[src/dscpm_params.svh]
`ifndef DSCPM_PARAMS_SVH
`define DSCPM_PARAMS_SVH

// word index of each mapping register; byte address is four times the index
`define DSCPM_IDX_MAP_00_03 8'h90
`define DSCPM_IDX_MAP_04_07 8'h91
`define DSCPM_IDX_MAP_08_0B 8'h92
`define DSCPM_IDX_MAP_0C_0F 8'h93
`define DSCPM_IDX_MAP_10_13 8'h94
`define DSCPM_IDX_MAP_14_17 8'h95
`define DSCPM_IDX_MAP_18_1B 8'h96
`define DSCPM_IDX_MAP_1C_1F 8'h97
`define DSCPM_IDX_MAP_20_23 8'h98
`define DSCPM_IDX_BASE `DSCPM_IDX_MAP_00_03
`define DSCPM_IDX_W 8

// table shape
`define DSCPM_NUM_MAP_REGS 9
`define DSCPM_REG_W 8
`define DSCPM_ENTRY_W 2
`define DSCPM_MAP_RESET 8'h00
`define DSCPM_PRIO_DEFAULT 2'h0

// code point inside the service / traffic class byte
`define DSCPM_CODE_MSB 7
`define DSCPM_CODE_LSB 2
`define DSCPM_CODE_W 6
// code point split: register index and slot
`define DSCPM_CP_IDX_MSB 5
`define DSCPM_CP_IDX_LSB 2
`define DSCPM_CP_IDX_W 4
`define DSCPM_CP_SLOT_MSB 1
`define DSCPM_CP_SLOT_LSB 0

// bus fields
`define DSCPM_HADDR_IDX_MSB 9
`define DSCPM_HADDR_IDX_LSB 2
`define DSCPM_HTRANS_ACTIVE_BIT 1
`define DSCPM_HRESP_OKAY 1'b0
`define DSCPM_HRDATA_W 32

// reset synchroniser depth
`define DSCPM_RST_STAGES 2

`endif

[src/dscpm_pkg.sv]
`default_nettype none
package dscpm_pkg;
    typedef logic [1:0] dscpm_prio_type;
    typedef logic [5:0] dscpm_code_type;
    typedef logic [7:0] dscpm_map_type;
    // bus data phase tracking
    typedef enum logic [1:0] {
        PH_IDLE  = 2'h0,
        PH_RDATA = 2'h1,
        PH_WDATA = 2'h2
    } dscpm_phase_type;
endpackage
`default_nettype wire

[src/dscpm_rst_sync.sv]
`include "dscpm_params.svh"
`default_nettype none
module dscpm_rst_sync #(
    parameter int STAGES = `DSCPM_RST_STAGES
) (
    // clock and raw reset
    input wire logic sys_clk,
    input wire logic rstn,
    // released reset
    output logic rstnSync
);
    typedef struct packed {
        logic [STAGES-1:0] chain;
    } dscpm_rst_state_type;

    dscpm_rst_state_type s_q;
    dscpm_rst_state_type s_d;

    always_comb begin
        s_d = s_q;
        s_d.chain = {s_q.chain[STAGES-2:0], 1'b1};
    end

    always_ff @(posedge sys_clk or negedge rstn) begin
        if (!rstn) begin
            s_q <= '0;
        end else begin
            s_q <= s_d;
        end
    end

    assign rstnSync = s_q.chain[STAGES-1];
endmodule
`default_nettype wire

[src/dscpm_prio_lookup.sv]
`include "dscpm_params.svh"
`default_nettype none
module dscpm_prio_lookup #(
    parameter int NUM_REGS = `DSCPM_NUM_MAP_REGS
) (
    // mapping table, register k in bits [8k+7:8k]
    input wire logic [NUM_REGS*`DSCPM_REG_W-1:0] mapTable,
    // code point of the frame
    input wire dscpm_pkg::dscpm_code_type codePoint,
    // looked-up entry
    output dscpm_pkg::dscpm_prio_type prio,
    output logic hit
);
    logic [`DSCPM_CP_IDX_W-1:0] regSel;
    logic [`DSCPM_CP_SLOT_MSB:0] slotSel;
    dscpm_pkg::dscpm_map_type regWord;

    always_comb begin
        // upper four bits pick the register, lower two the slot
        hit = ({1'b0, codePoint[`DSCPM_CP_IDX_MSB:`DSCPM_CP_IDX_LSB]} <
               (`DSCPM_CP_IDX_W+1)'(NUM_REGS));
        regSel = hit ? codePoint[`DSCPM_CP_IDX_MSB:`DSCPM_CP_IDX_LSB] : '0;
        slotSel = codePoint[`DSCPM_CP_SLOT_MSB:`DSCPM_CP_SLOT_LSB];
        regWord = mapTable[regSel*`DSCPM_REG_W +: `DSCPM_REG_W];
        // slot 0 sits in bits 1-0, slot 1 in bits 3-2, ascending
        prio = hit ? regWord[slotSel*`DSCPM_ENTRY_W +: `DSCPM_ENTRY_W] : `DSCPM_PRIO_DEFAULT;
    end
endmodule
`default_nettype wire

[src/dscpm_map_top.sv]
// Notes on behaviour
// - IP frames with code point up to 0x23 get the table entry indexed by service byte bits [7:2].
// - Code point 0x00 takes its priority from bits 1-0 of first register.
// - Code point 0x01 takes its priority from bits 3-2 of first register.
// - Register at index 0x95 holds code points 0x14-0x17 ascending, 0x17 in 7-6.
// - Code point 0x14 sits in bits 1-0 at 0x95, read/write, resets to 00.
// - Register at index 0x96 holds code points 0x18-0x1B, 0x1B in bits 7-6.
// - Eighth register holds code points 0x1C-0x1F, 0x1D in bits 3-2.
// - Ninth register places code point 0x23 in bits 7-6.
`include "dscpm_params.svh"
`default_nettype none
module dscpm_map_top #(
    parameter int NUM_REGS = `DSCPM_NUM_MAP_REGS
) (
    // clock and reset
    input wire logic sys_clk,
    input wire logic rstn,
    // ahb-lite slave
    input wire logic hsel,
    input wire logic [31:0] haddr,
    input wire logic [1:0] htrans,
    input wire logic hwrite,
    input wire logic [2:0] hsize,
    input wire logic [31:0] hwdata,
    input wire logic hready,
    output logic [31:0] hrdata,
    output logic hreadyout,
    output logic hresp,
    // frame classification request
    input wire logic frmValid,
    input wire logic frmIsIp,
    input wire logic [7:0] frmTosByte,
    // classification answer
    output logic prioValid,
    output dscpm_pkg::dscpm_prio_type prioOut,
    output logic prioFromTable
);
    localparam int SLOT_W = (NUM_REGS > 1) ? $clog2(NUM_REGS) : 1;
    localparam int MAP_W = NUM_REGS * `DSCPM_REG_W;

    typedef struct packed {
        logic [MAP_W-1:0] map;
        dscpm_pkg::dscpm_phase_type phase;
        logic [`DSCPM_IDX_W-1:0] idx;
        logic [`DSCPM_HRDATA_W-1:0] rdata;
        logic readyOut;
        logic resp;
        logic prioValid;
        dscpm_pkg::dscpm_prio_type prio;
        logic fromTable;
    } dscpm_top_state_type;

    localparam dscpm_top_state_type STATE_RESET = '{
        map: {NUM_REGS{`DSCPM_MAP_RESET}},
        phase: dscpm_pkg::PH_IDLE,
        idx: '0,
        rdata: '0,
        readyOut: 1'b1,
        resp: `DSCPM_HRESP_OKAY,
        prioValid: 1'b0,
        prio: `DSCPM_PRIO_DEFAULT,
        fromTable: 1'b0
    };

    // word index decoding, shared by the write and read paths
    function automatic logic isMapIdx(input logic [`DSCPM_IDX_W-1:0] idx);
        isMapIdx = (idx >= `DSCPM_IDX_BASE) &&
                   ({1'b0, idx} < ((`DSCPM_IDX_W+1)'(`DSCPM_IDX_BASE) +
                                   (`DSCPM_IDX_W+1)'(NUM_REGS)));
    endfunction

    function automatic logic [SLOT_W-1:0] slotOf(input logic [`DSCPM_IDX_W-1:0] idx);
        logic [`DSCPM_IDX_W-1:0] diff;
        diff = idx - `DSCPM_IDX_BASE;
        slotOf = diff[SLOT_W-1:0];
    endfunction

    logic rstnSync;
    dscpm_pkg::dscpm_prio_type lookPrio;
    logic lookHit;
    dscpm_top_state_type s_q;
    dscpm_top_state_type s_d;
    logic addrTake;
    logic [`DSCPM_IDX_W-1:0] newIdx;
    dscpm_pkg::dscpm_code_type codePoint;

    dscpm_rst_sync #(
        .STAGES(`DSCPM_RST_STAGES)
    ) u_rst_sync (
        .sys_clk(sys_clk),
        .rstn(rstn),
        .rstnSync(rstnSync)
    );

    // service byte bits [7:2] give the code point
    assign codePoint = frmTosByte[`DSCPM_CODE_MSB:`DSCPM_CODE_LSB];

    // lookup reads the registered table only, so a write lands for later frames
    dscpm_prio_lookup #(
        .NUM_REGS(NUM_REGS)
    ) u_lookup (
        .mapTable(s_q.map),
        .codePoint(codePoint),
        .prio(lookPrio),
        .hit(lookHit)
    );

    always_comb begin
        s_d = s_q;
        s_d.readyOut = 1'b1;
        s_d.resp = `DSCPM_HRESP_OKAY;
        addrTake = hsel && htrans[`DSCPM_HTRANS_ACTIVE_BIT] && hready;
        newIdx = haddr[`DSCPM_HADDR_IDX_MSB:`DSCPM_HADDR_IDX_LSB];

        // data phase of a write: only the addressed byte-wide register changes
        // four 2-bit entries per register, lowest code point in bits 1-0
        if (s_q.phase == dscpm_pkg::PH_WDATA && isMapIdx(s_q.idx)) begin
            s_d.map[slotOf(s_q.idx)*`DSCPM_REG_W +: `DSCPM_REG_W] =
                hwdata[`DSCPM_REG_W-1:0];
        end

        // address phase; reads see a write completing in this same cycle
        if (addrTake) begin
            s_d.idx = newIdx;
            if (hwrite) begin
                s_d.phase = dscpm_pkg::PH_WDATA;
            end else begin
                s_d.phase = dscpm_pkg::PH_RDATA;
                s_d.rdata = '0;
                if (isMapIdx(newIdx)) begin
                    s_d.rdata[`DSCPM_REG_W-1:0] =
                        s_d.map[slotOf(newIdx)*`DSCPM_REG_W +: `DSCPM_REG_W];
                end
            end
        end else begin
            s_d.phase = dscpm_pkg::PH_IDLE;
        end

        // classification, one cycle of latency
        s_d.prioValid = frmValid;
        if (frmValid) begin
            s_d.fromTable = frmIsIp && lookHit;
            s_d.prio = (frmIsIp && lookHit) ? lookPrio : `DSCPM_PRIO_DEFAULT;
        end
    end

    always_ff @(posedge sys_clk or negedge rstnSync) begin
        if (!rstnSync) begin
            s_q <= STATE_RESET;
        end else begin
            s_q <= s_d;
        end
    end

    assign hrdata = s_q.rdata;
    assign hreadyout = s_q.readyOut;
    assign hresp = s_q.resp;
    assign prioValid = s_q.prioValid;
    assign prioOut = s_q.prio;
    assign prioFromTable = s_q.fromTable;
endmodule
`default_nettype wire

[config.mk]
export PLATFORM = sky130hd
export DESIGN_NAME = dscpm_map_top
export DESIGN_NICKNAME = d
export VERILOG_FILES = /design/src/dscpm_pkg.sv /design/src/dscpm_rst_sync.sv /design/src/dscpm_prio_lookup.sv /design/src/dscpm_map_top.sv
export VERILOG_INCLUDE_DIRS = /design/src
export SDC_FILE = /design/constraint.sdc
export NUM_CORES = 1
export LEC_CHECK = 0
export BUFFER_PORTS_ARGS = -buffer_cell sky130_fd_sc_hd__buf_2
export CAP_MARGIN = 15
export CORE_MARGIN = 5
export CORE_UTILIZATION = 45
export CTS_CLUSTER_SIZE = 30
export DETAILED_ROUTE_END_ITERATION = 12
export PLACE_DENSITY = 0.76
export SLEW_MARGIN = 20
export SYNTH_ARGS = -nofsm -noshare
export SYNTH_HDL_FRONTEND = slang
export SYNTH_SLANG_ARGS = --single-unit
[constraint.sdc]
create_clock -name sys_clk -period 4.5 [get_ports sys_clk]
set_clock_uncertainty 0.05 [all_clocks]
set_input_delay 0.9 -clock sys_clk [delete_from_list [all_inputs] [get_ports sys_clk]]
set_output_delay 0.9 -clock sys_clk [all_outputs]
set_load 0.01 [all_outputs]
After elaboration in Yosys (flattened, before gate mapping)

Index checks and enable logic that the tools add are counted.

Add/subtract/negate cells: 3
$mul: 0
Div/mod/pow operators: 0
$lt $le $gt $ge: 5
Equality and inequality tests: 1
Shift operators: 5
Multiplexer cells: 8
Bitwise gates (word level): 1
Reductions and logical operators: 7

Operators with widths:

| cell                    | count |
|---|---|
| $shiftx 72x8->8         | 2 |
| $bwmux 72               | 1 |
| $mux 72                 | 1 |
| $shift 8x34->72 const A | 1 |
| $shiftx 8x34->72        | 1 |
| $neg 7->34              | 1 |
| $ge 8x8->1 const B      | 2 |
| $lt 8x8->1 const B      | 2 |
| $mux 2                  | 4 |
| $mux 8                  | 1 |
| $shiftx 8x4->2          | 1 |
| $sub 4x1->4 const B     | 2 |
| $logic_and 1x1->1       | 6 |
| $lt 4x4->1 const B      | 1 |
| $mux 4                  | 1 |
| $eq 2x2->1 const B      | 1 |
| $reduce_and 2->1        | 1 |
| $not 1->1               | 1 |

Register bits: 96
Bits in latches: 0
Bits in writable memories: 0
Bits in read-only memories: 0
Bits of input ports: 84
Output and inout bits: 38
Word-level logic and storage cells: 38
Memories: 0

Depth between registers and ports, before layout

Word-level depth: 7
Depth in mapped cells: 11
Gate-level depth less buffers: 8

By module

From an unflattened synthesis, not the netlist that was laid out.

Cell total of the unflattened synthesis: 591
Area total of the unflattened synthesis: 5891.9 um^2

Modules (own cells, without submodules):

| module            | times used | cells each | area each (um^2) |
|---|---|---|---|
| dscpm_map_top     | 1          | 487        | 5052.3 |
| dscpm_prio_lookup | 1          | 101        | 785.8 |
| dscpm_rst_sync    | 1          | 3          | 53.8 |

Worst setup path after synthesis

No wires, ideal clock.

Kind: reg-to-reg
Start: register s_q[38] (netlist name)
End: register s_q (netlist bit hrdata[0])
Library setup time: 0.120 ns
Arrival time: 2.978 ns
Required time: 4.330 ns
Slack: 1.352 ns
Cell stages (with the launch flop): 11
Path buffers: 2
Cell sequence: dfrtp_1 > clkbuf_1 > inv_1 > ha_1 > or4bb_1 > or4_4 > buf_6 > mux2_4 > and3_1 > a211o_1 > a31o_1

RTL lines:

| item                   | line                 | text |
|---|---|---|
| from (decl)            | dscpm_map_top.sv:81  | `dscpm_top_state_type s_q;` |
| from (signal assigned) | dscpm_map_top.sv:149 | `s_q <= STATE_RESET;` |
| from (signal assigned) | dscpm_map_top.sv:151 | `s_q <= s_d;` |

Worst setup path after layout

Start: register s_q[38] (netlist name)
End: register s_q (netlist bit hrdata[7])

Cells in the longest elaborated chain, start to end: 7
Elaborated cells on any way between the ends: 12
Those cells by class: add/sub: 2; order compare: 2; shift: 3; mux: 3; reduce/logical: 2

RTL lines:

| item                                                       | line                 | text |
|---|---|---|
| $sub 4x1->4 (no source line)                               | -                    |  |
| $neg 7->34                                                 | dscpm_map_top.sv:118 | `` s_d.map[slotOf(s_q.idx)*`DSCPM_REG_W +: `DSCPM_REG_W] = `` |
| $shiftx 8x34->72 / $shift 8x34->72 (equally long branches) | dscpm_map_top.sv:118 |  |
| $bwmux 72                                                  | dscpm_map_top.sv:118 |  |
| $mux 72 *                                                  | dscpm_map_top.sv:117 | `if (s_q.phase == dscpm_pkg::PH_WDATA && isMapIdx(s_q.idx)) begin` |
| $shiftx 72x8->8 *                                          | dscpm_map_top.sv:132 | `` s_d.map[slotOf(newIdx)*`DSCPM_REG_W +: `DSCPM_REG_W]; `` |
| $mux 8 *                                                   | dscpm_map_top.sv:130 | `if (isMapIdx(newIdx)) begin` |

Every way passes the cells marked *; elsewhere a longest branch is shown, timed or not.
A chain may end at the register's enable or synchronous reset.

==> impl_results.md <==
* Yosys cell types at 73
* Tmin final at 3.56 ns
* CP Cell Sequence: inv_1, ha_1, or3_1, nor4_2, nand2_1, a32o_1, a221o_1, o31ai_1
* Post-Synth Simple-Gate Area at 0.161
* Reg-to-reg slack, setup at 0.94 ns
* Clk Latency, worst-skew pair at 0.36 ns
* Max VDD drop at 192 uV
* Lkg Pwr at 2.73 nW
* Synth async-reset ratio at 1.00
* First-pass GRT wire length at 28.7 mm
* Cts repair resizes at 0
* Fill cells at 1205
* CP max stage cell: dfrtp_1
* Worst Path Max Fanout at 14
* Grt total ovfl at 0
* Post-Synth XOR/XNOR Area at 0.00446
* Initial antenna violation count at 0
* Multi-input gate area at 0.00306 mm2
* Boundary Pins at 122
* Max-Cap Viols at 0
* Largest family of logic cells by synthesized area: multiplexers
* Layout cells sized above 1 at 0.250
* Slew headroom at 0.370
* HP Class: in -> async
* Setup Viol. Count Final at 0
* Post-route ant nets at 0
* Post-synth EDFFs at 0
* Worst Max-Slew Pin Slew at 0.944 ns
* CP Data Required Time at 4.70 ns
* CTS tree: built
* Post-synthesis mux area share at 0.176
* Worst R2R Path Depth at 8
* Syn. warnings at 0
* Total Wirelength at 18.3 mm
* Synth Area in Adders at 0.00425
* WS Path Type: reg -> reg
* DR vias/cell at 6.51
* Main flop type after synthesis: dfrtp_1
* RR Startpoint: s_q[38]
* Diodes inserted at 0
* Reg2reg end: hrdata[7]
* Total die area at 0.0155 mm2
* Layout overhead on the synthesized area at 9.12%
* Setup Total Neg Slack at 0 ns
* Mapped Area at 0.00589 mm2
* # H-tree levels at 3
* PwrDens at 344 mW/mm2
* Final worst slack at 0.942 ns
* Largest net degree at the start of global routing at 53
* # nets final at 693
* WL/cell at 23.4 um
* Initial Utilization at 0.463
* Clock Pin Slew Worst Setup and Hold Paths at 0.07 ns
* Root Buffer: clkbuf_16
* DPL Wire Length at 12.8 mm
* Most common cell after layout, fill and taps aside: dfrtp_1
* # Post-CTS Setup Buffers at 0
* Vias at 5101
* Mapped Cells at 593
* Sequential area share after synthesis at 0.408
* CP arrival at 3.76 ns
* Crit share post-route at 0.791
* Vias in the first global route at 5056
* Worst slack at placement at 1.03 ns
* Maximum clock frequency at 281 MHz
* DRC Markers at 0
* Die outline width at 124 um
* Placer Congestion at 0.984
* First DRT Iteration DRCs at 547
* Sequential cell area at 0.00241 mm2
* Max Slew Vio Count at 0
* Avg Cell Area, Syn at 9.93 um2
* Final hold violation count at 0
* CP Capture Type: flip-flop
* TritonCTS Buffers at 9
* GRT Total Usage at 0.235
* Die Ht at 124 um
* Core area at 0.0127 mm2
* # rows at 41
* Synthesis-stage register bit count at 96
* Status: complete, no violations
* Synth Area in Compound Gates at 0.156
* Most frequent cells in the layout: dfrtp_1 (95), nand2_1 (67), mux2_2 (55)
* # hold bufs at CTS at 0
* RSZ-0062 raised after global routing: false
* DRT Pass-1 Iters at 6
* Max stage delay on crit path at 0.57 ns
* Startpoint Class: flip-flop
* PortBufs at 41
* Clock tree buffer depth at 2
* # clock sinks at 96
[flip-flops by register name (all words and copies together) (netlist names)]
signal / count
prioFromTable: 1
prioValid: 1
hrdata: 8
prioOut: 2
s_q: 82
u_rst_sync.s_q: 2
[cells in the mapped netlist (6+ instances only)]
cell type  count  area [um2]
mux2i_1       11         110
nor3_1        17        85.1
a21oi_1       11        55.1
nand3_1       13        65.1
mux2_2        55         619
mux4_2        13         293
a22oi_1        7        52.6
o21ai_0       29         145
a311oi_1       9        78.8
clkbuf_1      38         143
o31ai_1       11        82.6
dfrtp_1       96        2400
buf_4         36         270
nand2_1       67         251
nand4_1        6        37.5
o22ai_1        6        37.5
inv_1         21        78.8
nor2_1        33         124
[logic make-up after synthesis]
family | after synthesis
other cells | 2
compound gates | 125
flops | 96
buf+inv | 101
fa+ha+maj | 2
mux | 80
simple gates | 184
xor+xnor | 3
[worst max-delay path, delay by kind of cell, from the launching register on]
family / cells / cell delay (ns)
AND/OR/NAND/NOR: 3 / 1.32
flip-flops: 1 / 0.57
buffers and inverters: 1 / 0.11
AO/OA/AOI/OAI: 3 / 0.95
adder cells (fa/ha/maj): 1 / 0.45
[metal layers]
metal	global-route usage	vias up	routed length, um
met4	0.110	0	814
met5	0	-	0
met1	0.317	2512	7340
met2	0.348	353	8090
met3	0.0708	69	2100
li1	-	2167	-
[report_power, final]
part | internal [mW] | total [mW] | switching [mW]
Sequential | 0.906 | 0.954 | 0.0480
Clock | 0.519 | 0.858 | 0.340
Combinational | 0.138 | 0.397 | 0.259
Total | 1.56 | 2.21 | 0.646
[stage by stage]
stage | utilization | instance area, um2 | hold WS (ns) | std cells | total power, mW
finish | 0.505 | 6420 | 0.267 | 784 | 2.21
floorplan | - | 5980 | 0.281 | 618 | 1.25
detailed placement | 0.479 | 6090 | 0.293 | 768 | 1.35
global route | 0.505 | 6420 | 0.258 | 784 | 2.29
global placement | 0.479 | 6090 | 0.291 | 768 | 1.34
CTS | 0.505 | 6420 | 0.258 | 784 | 2.21
[worst max path at each step]
stage          slack (ns)    start  depth (start not counted)   endpoint
3_3_place_gp         1.05  s_q[38]                          7  hrdata[4]
5_1_grt              0.69  s_q[38]                          8  hrdata[0]
2_1_floorplan        1.35  s_q[38]                         10  hrdata[0]
4_1_cts              1.02  s_q[38]                          7  hrdata[4]
3_5_place_dp         1.03  s_q[38]                          7  hrdata[4]
6_report             0.94  s_q[38]                          8  hrdata[7]
[layout make-up]
type / instances / area share
Tap cell: 172 / 0.0335
Timing Repair Buffer: 57 / 0.0507
Clock buffer: 12 / 0.0399
Clock inverter: 4 / 0.0119
Sequential cell: 96 / 0.375
Multi-Input combinational cell: 421 / 0.477
Inverter: 22 / 0.0129
(Power assumes the default switching activity.)
